## config.mk

```make
export PLATFORM = sky130hd
export DESIGN_NAME = serdes_link_ctrl
export DESIGN_NICKNAME = d
export VERILOG_FILES = /design/src/core/serdes_link_pkg.sv /design/src/core/serdes_link_ctrl.sv
export SDC_FILE = /design/constraint.sdc
export NUM_CORES = 1
export LEC_CHECK = 0
export BUFFER_PORTS_ARGS = -buffer_cell sky130_fd_sc_hd__buf_2
export CAP_MARGIN = 30
export CORE_AREA = 3 3 121 123
export DETAILED_ROUTE_END_ITERATION = 6
export DIE_AREA = 0 0 124 126
export GPL_ROUTABILITY_DRIVEN = 0
export GPL_TIMING_DRIVEN = 0
export PLACE_DENSITY = 0.72
export SYNTH_ARGS = -nofsm -noshare
export SYNTH_HDL_FRONTEND = slang
export SYNTH_SLANG_ARGS = --single-unit
```

## constraint.sdc

```tcl
create_clock -name CLK_IN -period 7.2 [get_ports CLK_IN]
set_input_delay 0.72 -clock CLK_IN [delete_from_list [all_inputs] [get_ports CLK_IN]]
set_output_delay 0.72 -clock CLK_IN [all_outputs]
set_load 0.01 [all_outputs]
```

## src/core/serdes_link_pkg.sv

```systemverilog
// Shared constants and types for the serial link coding control block.
package serdes_link_pkg;

    // Register map, byte addresses.
    localparam logic [11:0] CTRL_ADDR    = 12'h608;
    localparam logic [11:0] STATUS_ADDR  = 12'h610;
    localparam logic [11:0] RESTART_ADDR = 12'h614;

    // Control register image; member order equals bit order 15 down to 0.
    typedef struct packed {
        logic       tx_err_dis;
        logic       idx_force;
        logic [3:0] idx_value;
        logic       link_en;
        logic       rx_pol_inv;
        logic       tx_pol_inv;
        logic [1:0] rx_order;
        logic       tx_order;
        logic       pkt_align;
        logic [1:0] an_timer;
        logic       negotiation_enable;
    } serdes_ctrl_s;

    localparam logic [15:0] CTRL_RESET    = 16'h007b;
    localparam int          LINK_EN_BIT   = 9;
    localparam int          RESTART_BIT   = 6;

    // Status register field positions.
    localparam int          ST_IDX_LSB    = 4;
    localparam int          ST_SYNC_BIT   = 8;
    localparam int          ST_ANDONE_BIT = 10;
    localparam int          ST_LINKUP_BIT = 11;

    // Link timer codes and lengths.
    localparam logic [1:0]  AN_T_1600US   = 2'h0;
    localparam logic [1:0]  AN_T_2US      = 2'h1;
    localparam logic [1:0]  AN_T_800US    = 2'h2;
    localparam logic [1:0]  AN_T_11MS     = 2'h3;
    localparam int          CLK_PERIOD_NS = 8;
    localparam int          T_1600US_NS   = 1600000;
    localparam int          T_2US_NS      = 2000;
    localparam int          T_800US_NS    = 800000;
    localparam int          T_11MS_NS     = 11000000;
    localparam int          CYC_1600US    = (T_1600US_NS + CLK_PERIOD_NS - 1) / CLK_PERIOD_NS;
    localparam int          CYC_2US       = (T_2US_NS + CLK_PERIOD_NS - 1) / CLK_PERIOD_NS;
    localparam int          CYC_800US     = (T_800US_NS + CLK_PERIOD_NS - 1) / CLK_PERIOD_NS;
    localparam int          CYC_11MS      = (T_11MS_NS + CLK_PERIOD_NS - 1) / CLK_PERIOD_NS;
    localparam int          TIMER_W       = 21;

    // Word alignment, transmit error code and strap wait count.
    localparam int          WORD_W        = 10;
    localparam int          IDX_COUNT     = 10;
    localparam logic [6:0]  COMMA_POS     = 7'h1f;
    localparam logic [6:0]  COMMA_NEG     = 7'h60;
    localparam logic [1:0]  SYNC_COMMAS   = 2'h3;
    localparam logic [9:0]  ERR_CODE      = 10'h2e8;
    localparam logic [1:0]  STRAP_WAIT    = 2'h3;

endpackage

```

## src/core/serdes_link_ctrl.sv

```systemverilog
// Serial link coding control: register, word alignment, bit ordering and negotiation timer.
`timescale 1ns/1ps
// How it works
// Set bit drops transmit error indication from MAC.
// Force bit replaces automatically found boundary index.
// Four-bit software index, reset zero, picks boundary.
// Link runs only when enable set; strap-reset.
// Receive polarity bit inverts every received bit.
// Transmit polarity bit inverts every sent bit.
// Two bits order incoming words and bus halves.
// One bit reverses transmitted word bit order.
// Packet start waits for even slot when set.
// Two-bit code picks negotiation link timer length.
// Negotiation enable runs or skips auto-negotiation.
// Control register resets to 0x7b, all writable.
// Status shows boundary index in use, forced or alignment-chosen, read-only.
// Self-clearing bit restarts auto-negotiation.
module serdes_link_ctrl #(
    parameter int unsigned CYC_1600US = serdes_link_pkg::CYC_1600US,
    parameter int unsigned CYC_800US  = serdes_link_pkg::CYC_800US,
    parameter int unsigned CYC_11MS   = serdes_link_pkg::CYC_11MS
) (
    // Clock and reset
    input  wire logic        CLK_IN,
    input  wire logic        RESET_IN,
    // APB slave
    input  wire logic        PSEL_IN,
    input  wire logic        PENABLE_IN,
    input  wire logic        PWRITE_IN,
    input  wire logic [11:0] PADDR_IN,
    input  wire logic [31:0] PWDATA_IN,
    output logic             PREADY_OUT,
    output logic [31:0]      PRDATA_OUT,
    output logic             PSLVERR_OUT,
    // Strap pin
    input  wire logic        STRAP_LINK_EN_IN,
    // Deserializer side
    input  wire logic [9:0]  RX_WORD_IN,
    output logic [9:0]       RX_CODE_OUT,
    output logic             RX_VALID_OUT,
    // Transmit coding side
    input  wire logic [9:0]  TX_CODE_IN,
    input  wire logic        TX_EN_IN,
    input  wire logic        TX_ERR_IN,
    output logic [9:0]       TX_WORD_OUT,
    // Link state
    output logic             LINK_UP_OUT,
    output logic             AN_COMPLETE_OUT
);

    typedef enum logic {ALN_SEARCH, ALN_LOCKED} align_state_e;
    typedef enum logic [1:0] {AN_IDLE, AN_TIMING, AN_DONE} an_state_e;

    // Bus decode.
    wire        setup_hit  = PSEL_IN & PENABLE_IN & ~PREADY_OUT;
    wire        access_end = PSEL_IN & PENABLE_IN & PREADY_OUT;
    wire        hit_ctrl   = PADDR_IN == serdes_link_pkg::CTRL_ADDR;
    wire        hit_status = PADDR_IN == serdes_link_pkg::STATUS_ADDR;
    wire        hit_rst    = PADDR_IN == serdes_link_pkg::RESTART_ADDR;
    wire        mapped     = hit_ctrl | hit_status | hit_rst;
    wire        wr_ctrl    = access_end & PWRITE_IN & hit_ctrl;
    wire        wr_restart = access_end & PWRITE_IN & hit_rst & PWDATA_IN[serdes_link_pkg::RESTART_BIT];

    serdes_link_pkg::serdes_ctrl_s ctrl_reg;
    logic [15:0]  ctrl_bits;
    logic [15:0]  status_bits;
    logic [15:0]  wdata16;
    logic [31:0]  rdata_next;
    logic         strap_meta_reg;
    logic         strap_sync_reg;
    logic [1:0]   strap_cnt_reg;
    logic         restart_reg;

    assign ctrl_bits = ctrl_reg;
    assign wdata16   = PWDATA_IN[15:0];

    // Strap passes two flops; the enable is taken only after they have settled past reset.
    always_ff @(posedge CLK_IN) begin
        strap_meta_reg <= STRAP_LINK_EN_IN;
        strap_sync_reg <= strap_meta_reg;
    end

    always_ff @(posedge CLK_IN) begin
        if (RESET_IN) begin
            ctrl_reg      <= serdes_link_pkg::CTRL_RESET;
            strap_cnt_reg <= 2'h0;
            restart_reg   <= 1'b0;
        end else begin
            restart_reg <= wr_restart;
            if (strap_cnt_reg != serdes_link_pkg::STRAP_WAIT) begin
                strap_cnt_reg <= strap_cnt_reg + 2'h1;
            end
            if (wr_ctrl) begin
                ctrl_reg <= wdata16;
            end else if (strap_cnt_reg == serdes_link_pkg::STRAP_WAIT - 2'h1) begin
                ctrl_reg.link_en <= strap_sync_reg;
            end
        end
    end

    // Receive path: polarity, then per-word bit order.
    logic [9:0] rx_pol;
    logic [9:0] rx_ord;
    logic [9:0] prev_word_reg;
    logic [19:0] comma_bus;
    assign rx_pol = ctrl_reg.rx_pol_inv ? ~RX_WORD_IN : RX_WORD_IN;

    genvar b;
    generate
        for (b = 0; b < serdes_link_pkg::WORD_W; b++) begin : g_rev
            assign rx_ord[b] = ctrl_reg.rx_order[0] ? rx_pol[9 - b] : rx_pol[b];
        end
    endgenerate

    // The earlier word lands in the low or high half of the comma bus.
    assign comma_bus = ctrl_reg.rx_order[1] ? {prev_word_reg, rx_ord} : {rx_ord, prev_word_reg};

    logic [serdes_link_pkg::IDX_COUNT-1:0] comma_hit;
    logic [9:0] cand [serdes_link_pkg::IDX_COUNT];
    genvar i;
    generate
        for (i = 0; i < serdes_link_pkg::IDX_COUNT; i++) begin : g_idx
            assign cand[i]      = comma_bus[i +: 10];
            assign comma_hit[i] = (cand[i][9:3] == serdes_link_pkg::COMMA_POS) |
                                  (cand[i][9:3] == serdes_link_pkg::COMMA_NEG);
        end
    endgenerate

    // Lowest hit index wins when several offsets look like a comma.
    logic [3:0] first_hit;
    logic       any_hit;
    always_comb begin
        first_hit = 4'h0;
        any_hit   = 1'b0;
        for (int k = serdes_link_pkg::IDX_COUNT - 1; k >= 0; k--) begin
            if (comma_hit[k]) begin
                first_hit = 4'(k);
                any_hit   = 1'b1;
            end
        end
    end

    align_state_e align_state_reg;
    logic [3:0]   auto_idx_reg;
    logic [1:0]   comma_cnt_reg;
    logic         sync_reg;
    wire  [3:0]   use_idx  = ctrl_reg.idx_force ? ctrl_reg.idx_value : auto_idx_reg;
    wire          idx_ok   = use_idx < 4'(serdes_link_pkg::IDX_COUNT);
    wire  [9:0]   aligned  = idx_ok ? cand[use_idx] : 10'h000;
    wire          hit_here = idx_ok & comma_hit[use_idx];

    always_ff @(posedge CLK_IN) begin
        if (RESET_IN || !ctrl_reg.link_en) begin
            align_state_reg <= ALN_SEARCH;
            auto_idx_reg    <= 4'h0;
            comma_cnt_reg   <= 2'h0;
            sync_reg        <= 1'b0;
            prev_word_reg   <= 10'h000;
        end else begin
            prev_word_reg <= rx_ord;
            case (align_state_reg)
                ALN_SEARCH: begin
                    if (ctrl_reg.idx_force ? hit_here : any_hit) begin
                        if (!ctrl_reg.idx_force) begin
                            auto_idx_reg <= first_hit;
                        end
                        comma_cnt_reg   <= 2'h1;
                        align_state_reg <= ALN_LOCKED;
                    end
                end
                ALN_LOCKED: begin
                    // A comma seen off the chosen boundary means the lock was wrong.
                    if (any_hit && !hit_here) begin
                        align_state_reg <= ALN_SEARCH;
                        comma_cnt_reg   <= 2'h0;
                        sync_reg        <= 1'b0;
                    end else if (hit_here && comma_cnt_reg != serdes_link_pkg::SYNC_COMMAS) begin
                        comma_cnt_reg <= comma_cnt_reg + 2'h1;
                        if (comma_cnt_reg == serdes_link_pkg::SYNC_COMMAS - 2'h1) begin
                            sync_reg <= 1'b1;
                        end
                    end
                end
                default: align_state_reg <= ALN_SEARCH;
            endcase
        end
    end

    always_ff @(posedge CLK_IN) begin
        if (RESET_IN) begin
            RX_CODE_OUT  <= 10'h000;
            RX_VALID_OUT <= 1'b0;
        end else begin
            RX_CODE_OUT  <= ctrl_reg.link_en ? aligned : 10'h000;
            RX_VALID_OUT <= ctrl_reg.link_en & sync_reg;
        end
    end

    // Transmit path: even-slot start, error substitution, bit order, polarity.
    logic       even_reg;
    logic       slip_reg;
    logic       en_d_reg;
    logic [9:0] code_d_reg;
    logic       err_d_reg;
    wire        pkt_start = TX_EN_IN & ~en_d_reg;
    // A packet that opens on an odd slot is carried one word late for its whole length.
    wire        slip_now  = pkt_start ? (ctrl_reg.pkt_align & ~even_reg) : (slip_reg & (TX_EN_IN | en_d_reg));
    wire  [9:0] tx_sel    = slip_now ? code_d_reg : TX_CODE_IN;
    wire        err_sel   = slip_now ? err_d_reg : TX_ERR_IN;
    wire  [9:0] tx_coded  = (err_sel & ~ctrl_reg.tx_err_dis) ? serdes_link_pkg::ERR_CODE : tx_sel;
    logic [9:0] tx_ord;
    generate
        for (b = 0; b < serdes_link_pkg::WORD_W; b++) begin : g_txrev
            assign tx_ord[b] = ctrl_reg.tx_order ? tx_coded[9 - b] : tx_coded[b];
        end
    endgenerate

    always_ff @(posedge CLK_IN) begin
        if (RESET_IN) begin
            even_reg    <= 1'b1;
            slip_reg    <= 1'b0;
            en_d_reg    <= 1'b0;
            code_d_reg  <= 10'h000;
            err_d_reg   <= 1'b0;
            TX_WORD_OUT <= 10'h000;
        end else begin
            even_reg    <= ~even_reg;
            slip_reg    <= slip_now;
            en_d_reg    <= TX_EN_IN;
            code_d_reg  <= TX_CODE_IN;
            err_d_reg   <= TX_ERR_IN;
            if (!ctrl_reg.link_en) begin
                TX_WORD_OUT <= 10'h000;
            end else begin
                TX_WORD_OUT <= ctrl_reg.tx_pol_inv ? ~tx_ord : tx_ord;
            end
        end
    end

    // Negotiation: link timer runs once sync is held; restart reloads it.
    an_state_e          an_state_reg;
    logic [serdes_link_pkg::TIMER_W-1:0] timer_reg;
    logic [serdes_link_pkg::TIMER_W-1:0] timer_len;
    always_comb begin
        case (ctrl_reg.an_timer)
            serdes_link_pkg::AN_T_1600US: timer_len = serdes_link_pkg::TIMER_W'(CYC_1600US);
            serdes_link_pkg::AN_T_2US:    timer_len = serdes_link_pkg::TIMER_W'(serdes_link_pkg::CYC_2US);
            serdes_link_pkg::AN_T_800US:  timer_len = serdes_link_pkg::TIMER_W'(CYC_800US);
            default:                      timer_len = serdes_link_pkg::TIMER_W'(CYC_11MS);
        endcase
    end

    always_ff @(posedge CLK_IN) begin
        if (RESET_IN || !ctrl_reg.link_en || !sync_reg || restart_reg) begin
            an_state_reg    <= AN_IDLE;
            timer_reg       <= '0;
            AN_COMPLETE_OUT <= 1'b0;
            LINK_UP_OUT     <= 1'b0;
        end else begin
            case (an_state_reg)
                AN_IDLE: begin
                    if (ctrl_reg.negotiation_enable) begin
                        timer_reg    <= timer_len - 1'b1;
                        an_state_reg <= AN_TIMING;
                    end else begin
                        an_state_reg <= AN_DONE;
                    end
                end
                AN_TIMING: begin
                    if (timer_reg == '0) begin
                        an_state_reg <= AN_DONE;
                    end else begin
                        timer_reg <= timer_reg - 1'b1;
                    end
                end
                AN_DONE: begin
                    AN_COMPLETE_OUT <= ctrl_reg.negotiation_enable;
                    LINK_UP_OUT     <= 1'b1;
                end
                default: an_state_reg <= AN_IDLE;
            endcase
        end
    end

    // Status and read mux.
    always_comb begin
        status_bits = 16'h0000;
        status_bits[serdes_link_pkg::ST_IDX_LSB +: 4] = use_idx;
        status_bits[serdes_link_pkg::ST_SYNC_BIT]     = sync_reg;
        status_bits[serdes_link_pkg::ST_ANDONE_BIT]   = AN_COMPLETE_OUT;
        status_bits[serdes_link_pkg::ST_LINKUP_BIT]   = LINK_UP_OUT;
        rdata_next = 32'h0000_0000;
        if (hit_ctrl) begin
            rdata_next[15:0] = ctrl_bits;
        end else if (hit_status) begin
            rdata_next[15:0] = status_bits;
        end
    end

    // Ready comes one cycle into the access phase so data and ready leave flops together.
    always_ff @(posedge CLK_IN) begin
        if (RESET_IN) begin
            PREADY_OUT  <= 1'b0;
            PRDATA_OUT  <= 32'h0000_0000;
            PSLVERR_OUT <= 1'b0;
        end else begin
            PREADY_OUT  <= setup_hit;
            PSLVERR_OUT <= setup_hit & ~mapped;
            PRDATA_OUT  <= (setup_hit & ~PWRITE_IN) ? rdata_next : 32'h0000_0000;
        end
    end

endmodule // serdes_link_ctrl

```

# Word-level counts from Yosys, hierarchy flattened
# Index checks and enable logic that the tools add are counted.
[word_totals]
regBits = 133
wordCells = 220
[classes]
add_sub_neg = 4
n_lt_le_gt_ge = 3
n_eq_ne = 36
muxes = 75
bitwise = 43
n_reduce_logical = 23
[op_table]
columns = ["cell", "count"]
rows = [
  ["$eq 7x5->1 const B", 10],
  ["$eq 7x7->1 const B", 10],
  ["$pmux 21 s3", 1],
  ["$mux 10", 6],
  ["$mux 4", 11],
  ["$mux 21", 2],
  ["$pmux 21 s2", 1],
  ["$sub 21x1->21 const B", 2],
  ["$mux 1", 41],
  ["$bmux 10 s4", 1],
  ["$eq 12x11->1 const B", 3],
  ["$logic_not 21->1", 1],
  ["$not 10->10", 2],
  ["$mux 19", 1],
  ["$mux 16", 1],
  ["$and 1x1->1", 15],
  ["$or 1x1->1", 13],
  ["$mux 12", 1],
  ["$ne 2x2->1 const B", 6],
  ["$not 1->1", 12],
  ["$mux 2", 5],
  ["$reduce_and 3->1", 3],
  ["$eq 2x2->1 const B", 4],
  ["$reduce_bool 2->1", 4],
  ["18 further kinds", 28],
]

# Logic depth before layout (Yosys ltp)
# Gate-level depths: netlist (run 1).
[logic_depth]
ltp_word = 19
ltp_mapped = 14
mapped_depth_nobuf = 13

# Worst setup path after synthesis (run 1)
# No wires, ideal clock.
[synth_path]
path_kind = "register -> register"
start = "reg an_state_reg[0]"
end = "reg timer_reg[20] (netlist name)"
setup_ns = 0.128
t_arrival_ns = 3.278
t_required_ns = 7.072
setup_slack_ns = 3.794
path_stages_with_launch = 15
cell_sequence = "dfxtp_1 nor2b_1 buf_2 clkbuf_1 clkbuf_1 a21boi_0 ha_1 o21ai_0 or4_1 nor2_1 o21ai_0 or4_1 a21o_1 a22oi_1 nor2_1"
[synth_via]
elab_chain_cells = 3
elab_cells_between_ends = 7
[synth_rtl]
columns = ["element", "line_no", "source"]
rows = [
  ["start: declaration", "serdes_link_ctrl.sv:241", "an_state_e an_state_reg;"],
  ["start signal: assignment", "serdes_link_ctrl.sv:255", "an_state_reg <= AN_IDLE;"],
  ["start signal: assignment", "serdes_link_ctrl.sv:264", "an_state_reg <= AN_TIMING;"],
  ["start signal: assignment", "serdes_link_ctrl.sv:266", "an_state_reg <= AN_DONE;"],
  ["$eq 2x1->1 / $logic_not 2->1 (equally long branches)", "serdes_link_ctrl.sv:260", "case (an_state_reg)"],
  ["$ne 2x2->1 (no line) / $reduce_bool 2->1 (equally long branches)", "-", ""],
  ["$reduce_and 3->1 (no line)", "-", ""],
  ["end signal: assignment", "serdes_link_ctrl.sv:263", "timer_reg <= timer_len - 1'b1;"],
  ["end signal: assignment", "serdes_link_ctrl.sv:273", "timer_reg <= timer_reg - 1'b1;"],
  ["end: declaration", "serdes_link_ctrl.sv:242", "logic [serdes_link_pkg::TIMER_W-1:0] timer_reg;"],
]
# Several ways; a longest one is shown, not always the timed one.
# A chain may end at the register's enable or synchronous reset.

# Final worst setup path (run 1)
[layout_path]
start = "reg an_state_reg[1]"
end = "reg timer_reg[20] (netlist name)"
# Same word-level chain as after synthesis.

==> results of run 1 <==
per-layer routing:
metal | vias to the layer above | wire (um)
met4 | 2 | 369
met5 | - | 41
li1 | 3201 | -
met1 | 2966 | 8091
met2 | 338 | 7953
met3 | 40 | 1746
cells in the final DEF, fill, tap and decap left out, drive strengths merged, types with 4 or more instances in the layout:
master  netlist  layout
a211o         8       8
a211oi       11      11
a21boi        9       9
a21o          4       4
a21oi        51      51
a22o          4       4
a22oi        10      10
a31oi         5       5
a32oi         8       8
and2         11      11
buf          24     119
clkbuf       41      64
clkinv        1       6
conb          1      16
dfxtp       117     117
ha            9       9
inv          18      18
mux2          5       5
mux2i        59      59
nand2        88      88
nand2b        9       9
nand3        14      14
nand4        10      10
nor2        130     130
nor2b        18      18
nor3         22      22
nor4          9       9
o211ai        5       5
o21a          8       8
o21ai        33      33
o22ai         7       7
o31ai         5       5
or2           5       5
or3           8       8
or4           4       4
xnor2         5       5
xor2         22      22
logic make-up (layout without fill, tap and decap cells):
| kind of cell | count (synthesis) | after routing | share of synthesized area |
|---|---|---|---|
| compound gates | 192 | 192 | 0.1958 |
| buf+inv | 84 | 211 | 0.06269 |
| simple gates | 344 | 344 | 0.2453 |
| xor+xnor | 27 | 27 | 0.03465 |
| fa+ha+maj | 9 | 9 | 0.01650 |
| mux | 65 | 65 | 0.1014 |
| other cells | 1 | 16 | 0.0005494 |
| flops | 117 | 117 | 0.3432 |
final timing paths:
check | start | endpoint | slack (ps)
worst max register to register | an_state_reg[1] | timer_reg[20] | 3140
worst min-delay path | strap_meta_reg | strap_sync_reg | 330
worst max-delay path | an_state_reg[1] | timer_reg[20] | 3140
worst min register to register | strap_meta_reg | strap_sync_reg | 330
worst max-delay path: cells and delay by family (launching register included):
kind	cells	cell delay, ps
compound gates	5	940
flops	1	420
fa+ha+maj	1	290
simple gates	5	1510
buf+inv	3	760
power by group:
part	total (W)	switching [W]	internal, W
sequential	0.000667	0.00000574	0.000662
clock	0.000812	0.000297	0.000515
combinational	0.000132	0.0000741	0.0000576
total	0.00161	0.000377	0.00123
through the flow:
| stage | area, sq um | instances | util | setup WS (ps) |
|---|---|---|---|---|
| 2_1_floorplan | 6882 | 854 | - | 3794 |
| 3_3_place_gp | 7582 | 1129 | 0.5505 | 3254 |
| 3_5_place_dp | 7582 | 1129 | 0.5505 | 3217 |
| 4_1_cts | 8144 | 1161 | 0.5913 | 3201 |
| 5_1_grt | 8144 | 1161 | 0.5913 | 2817 |
| 6_report | 8144 | 1161 | 0.5913 | 3136 |
layout make-up:
cell class | instances | area, sq um | share of cell area
Buffer | 65 | 356.6 | 0.04379
Clock buffer | 23 | 457.9 | 0.05623
Clock inverter | 9 | 103.9 | 0.01275
Inverter | 19 | 71.32 | 0.008757
Multi-Input combinational cell | 653 | 4111 | 0.5048
Sequential cell | 117 | 2342 | 0.2876
Tap cell | 180 | 225.2 | 0.02765
Timing Repair Buffer | 95 | 475.5 | 0.05838
==> metrics.md, run 1 <==
| Metric | Value |
|---|---|
| Via/cell ratio | `5.639` |
| Busiest grt layer | `met2` |
| Tmin final | `4064 ps` |
| All-Layer GR Usage | `0.2382` |
| Syn Inst Count | `839` |
| H-tree depth | `4` |
| Nets | `1049` |
| Worst skew pair latency | `420 ps` |
| Critical path cell sequence | `nor2b_1, buf_2, clkbuf_1, clkbuf_1, a21boi_0, ha_1, o21ai_0, or4_1, nor2_1, o21ai_0, or4_1, a21o_1, a22oi_1, nor2_1` |
| Worst Path Required | `7490 ps` |
| Slowest cell on crit path | `or4_1` |
| Final TNS setup | `0 ps` |
| Met1 Use GR | `0.3295` |
| Initial antenna violation count | `1` |
| Final setup fails | `0` |
| Rel. slew slack | `0.4470` |
| First-pass GRT wire length | `29.59 mm` |
| Setup Skew | `12.37 ps` |
| Hpwl dp | `13.56 mm` |
| Maxcap violations | `0` |
| Core box area | `13770 sq um` |
| Cts hold-fix bufs | `0` |
| Root Buffer | `clkbuf_16` |
| Yosys warns | `0` |
| Peak Freq | `246.0 MHz` |
| Synth area leader | `dfxtp_1` |
| Number of synthesized register bits | `117` |
| Detail Route Antenna Nets | `0` |
| Crit share post-route | `0.5645` |
| Sink Count | `117` |
| Worst setup SP type | `register` |
| Reg clk slew, reported paths | `60 ps` |
| WS Path Type | `reg2reg` |
| Final WL | `18.20 mm` |
| Via count | `6547` |
| Fill cells | `1284` |
| Chip Height | `126 um` |
| Top post-synthesis cells by count | `nor2_1 (130), dfxtp_1 (117), nand2_1 (88), mux2i_1 (54), a21oi_1 (51)` |
| Largest net degree at the start of global routing | `17` |
| Global routing met2 resource utilization | `0.3522` |
| IO Port Bufs | `95` |
| Met3 Usage GRT | `0.06825` |
| Ant. Diodes | `0` |
| Worst Hold Class | `reg2reg` |
| Post-synth EDFFs | `0` |
| Final hold vios | `0` |
| Pleak | `3.659 nW` |
| TritonCTS buffer count | `17` |
| Post-route DRC violation count | `0` |
| Crit. End Element | `register` |
| CTS tree | `yes` |
| Rows | `43` |
| Ys async rst share | `0` |
| Least-Margin Pin Slew | `829.5 ps` |
| # Post-CTS Setup Buffers | `0` |
| VDD IR-drop max | `0.0001531 V` |
| CP max stage delay | `590 ps` |
| Reg2Reg Depth | `14` |
| Worst Path Arrival | `4350 ps` |
| Vias in the first global route | `6011` |
| RSZ-0062 raised after global routing | `no` |
| Post-CTS Resized | `0` |
| Unique masters post-synth | `83` |
| Initial core utilization | `0.4955` |
| Slew Limit Fails | `0` |
| Clock buffer depth | `2` |
| Power per Cell Area | `197.9 nW/um^2` |
| Synth Area per Inst | `8.135 sq um` |
| Die Wd | `124 um` |
| Netlist Area Pre-Place | `6825 sq um` |
| WHS | `328.8 ps` |
| Largest register FFs | `21` |
| Synth area leaders | `dfxtp_1 (34%), mux2i_1 (7.9%), nor2_1 (7.1%), nand2_1 (4.8%), a21oi_1 (3.7%)` |
| Most frequent cell after synthesis | `nor2_1` |
| Status | `finished, final reports clean` |
| Detailed Route Iter0 Violations | `754` |
| Predominant post-synthesis flop cell | `dfxtp_1` |
| 1st-pass router iterations | `6` |
| Total grt overflow | `0` |
| Avg WL per Cell | `15.68 um` |
| CP max FO | `10` |
| Io pins | `129` |
| Hold Crit Depth | `0` |
| DIE AREA | `15620 sq um` |
| Total chip power | `0.001612 W` |
| Syn-to-layout area delta | `19.32%` |
| Fraction of layout cells with a size suffix above 1 | `0.1967` |
| Seq/Total Area, Yosys | `0.3432` |
| Share of the synthesized area in the top cell type | `0.3432` |
(Power assumes the default switching activity.)
==> run 2, diff against run 1 <==
PLACE_DENSITY = 0.75   (was 0.72)
clock period = 3.5 ns   (was 7.2 ns; I/O delays follow)
==> run 2 against run 1 <==
Compared with the run above:
- non-clock buffer count decreased by 1
- largest cell class unchanged
- critical path depth unchanged
- fmax up 23%
- worst hold slack worse by 290 ps
- count of clock-buffer cells in the layout fell by 3
- critical path type unchanged
- cell count about the same
- sequential share of layout area fell by 0.45 points
- die area stayed put
- highest routed layer unchanged
==> metrics.md, run 2 (synthesized netlist as in run 1, its figures left out) <==
| Metric | Value |
|---|---|
| Status | `finished, final reports clean` |
| Worst Path Required | `3790 ps (-3700 ps)` |
| WP buf/inv | `2 (-1)` |
| Crit. End Element | `register` |
| DIE AREA | `15620 sq um (unchanged)` |
| Commonest non-fill, non-tap cell in the layout | `nor2_1` |
| Via/cell ratio | `5.570 (-1.2%)` |
| Cts hold-fix bufs | `0 (unchanged)` |
| RSZ-0062 raised after global routing | `no` |
| Detail Route Antenna Nets | `0 (unchanged)` |
| First-pass GRT wire length | `29.93 mm (+1.1%)` |
| Nets | `1048 (-0.095%)` |
| Ant. Diodes | `0 (unchanged)` |
| Initial antenna violation count | `1 (unchanged)` |
| Total grt overflow | `0 (unchanged)` |
| Fraction of layout cells with a size suffix above 1 | `0.2194 (+0.02265)` |
| Reg clk slew, reported paths | `60 ps (about the same)` |
| Tmin final | `3303 ps (-761.7 ps)` |
| Total chip power | `0.003423 W (+110%)` |
| Die Wd | `124 um (unchanged)` |
| Rel. slew slack | `0.4335 (-0.01353)` |
| Worst setup SP type | `register` |
| All-Layer GR Usage | `0.2418 (+0.003597)` |
| Root Buffer | `clkbuf_16` |
| IO Port Bufs | `95 (unchanged)` |
| Post-route DRC violation count | `0 (unchanged)` |
| TritonCTS buffer count | `17 (unchanged)` |
| Hpwl dp | `13.74 mm (+1.3%)` |
| Peak Freq | `302.8 MHz (+23%)` |
| VDD IR-drop max | `0.0003823 V (+150%)` |
| Slew Limit Fails | `0 (unchanged)` |
| Final WL | `18.69 mm (+2.7%)` |
| Initial core utilization | `0.4955 (unchanged)` |
| CTS tree | `yes` |
| Largest register FFs | `21 (unchanged)` |
| Io pins | `129 (unchanged)` |
| Sink Count | `117 (unchanged)` |
| Critical path origin | `an_state_reg[1]` |
| Worst Path Arrival | `3590 ps (-760 ps)` |
| CP max FO | `10 (unchanged)` |
| Via count | `6461 (-1.3%)` |
| H-tree depth | `4 (unchanged)` |
| Dpl ws | `-523.9 ps (-3741 ps)` |
| Core box area | `13770 sq um (unchanged)` |
| Most frequent cells in the layout | `nor2_1 (128), dfxtp_1 (115), buf_2 (97), nand2_1 (88), mux2i_1 (53)` |
| Detailed Route Iter0 Violations | `497 (-34%)` |
| Final TNS setup | `0 ps (unchanged)` |
| Largest net degree at the start of global routing | `29 (+12)` |
| Pleak | `3.723 nW (+1.7%)` |
| Vias in the first global route | `5992 (-0.32%)` |
| Slowest cell on crit path | `or4_4` |
| Worst Hold Class | `in2reg` |
| Setup Skew | `10.61 ps (-1.762 ps)` |
| Worst skew pair latency | `420 ps (about the same)` |
| Post-route setup slack | `197.4 ps (-2938 ps)` |
| Avg WL per Cell | `16.11 um (+2.8%)` |
| CP max stage delay | `570 ps (-20 ps)` |
| Critical path cell sequence | `nand2b_4, clkbuf_4, buf_4, nand2_1, a21boi_2, ha_2, o21ai_1, or4_4, nor2_4, o21ai_1, or4_4, a21o_1, a22oi_1, nor2_1` |
| Syn-to-layout area delta | `21.34%` |
| Crit share post-route | `0.9436 (+0.3791)` |
| Power per Cell Area | `413.3 nW/um^2 (+110%)` |
| 1st-pass router iterations | `6 (unchanged)` |
| Reg-to-Reg Start | `an_state_reg[1]` |
| WS Path Type | `reg2reg` |
| Final hold vios | `0 (unchanged)` |
| Least-Margin Pin Slew | `849.8 ps (+20.29 ps)` |
| Delay-heaviest family, CP | `simple AND/OR/NAND/NOR gates` |
| Rows | `43 (unchanged)` |
| Chip Height | `126 um (unchanged)` |
| Worst hold start | `STRAP_LINK_EN_IN` |
| Final setup fails | `0 (unchanged)` |
| Clock buffer depth | `2 (unchanged)` |
| Maxcap violations | `0 (unchanged)` |
-- run 2: metrics by stage --
stage | cells | hold WS [ps] | utilization | instance area, sq um
floorplan | 854 | 309.6 | - | 6882
global placement | 1129 | 313.1 | 0.5505 | 7582
detailed placement | 1129 | 314.4 | 0.5505 | 7582
CTS | 1160 | 22.18 | 0.5958 | 8207
global route | 1160 | 22.91 | 0.6013 | 8282
finish | 1160 | 36.30 | 0.6013 | 8282
-- run 2: routing by layer --
metal | track usage | vias up | wire length (um)
met1 | 0.3204 | 2931 | 8251
met4 | 0.1089 | 2 | 498
met2 | 0.3637 | 286 | 8277
met5 | 0 | - | 7
li1 | - | 3196 | -
met3 | 0.07005 | 46 | 1653
-- run 2: power breakdown --
part	switching [W]	internal, W	leakage, nW
registers	0.0000115	0.00136	0.949
logic	0.000154	0.000120	2.48
clock network	0.000639	0.00114	0.295
total	0.000804	0.00262	3.72
-- run 2: area by class of cell --
class,count,area [sq um]
tap,180,225.2
timing repair buffer,96,483.0
fill,1255,5492
clock inverter,12,152.6
buffer,63,359.1
clock buffer,20,446.7
inverter,19,71.32
multi-input combinational,653,4199
sequential,117,2345
-- run 2: what timing repair did --
item / CTS / global route
gates resized for setup: 11 / 20
setup buffers: 1 / 0
pin swaps: 1 / 1
setup endpoints to repair: 3 / 9
-- run 2: worst paths after layout --
kind	to	slack, ps	depth (start not counted)
setup / recovery	timer_reg[20]	200	14
hold / removal	strap_meta_reg	40	1
setup reg to reg	timer_reg[20]	200	14
hold reg to reg	strap_sync_reg	330	0
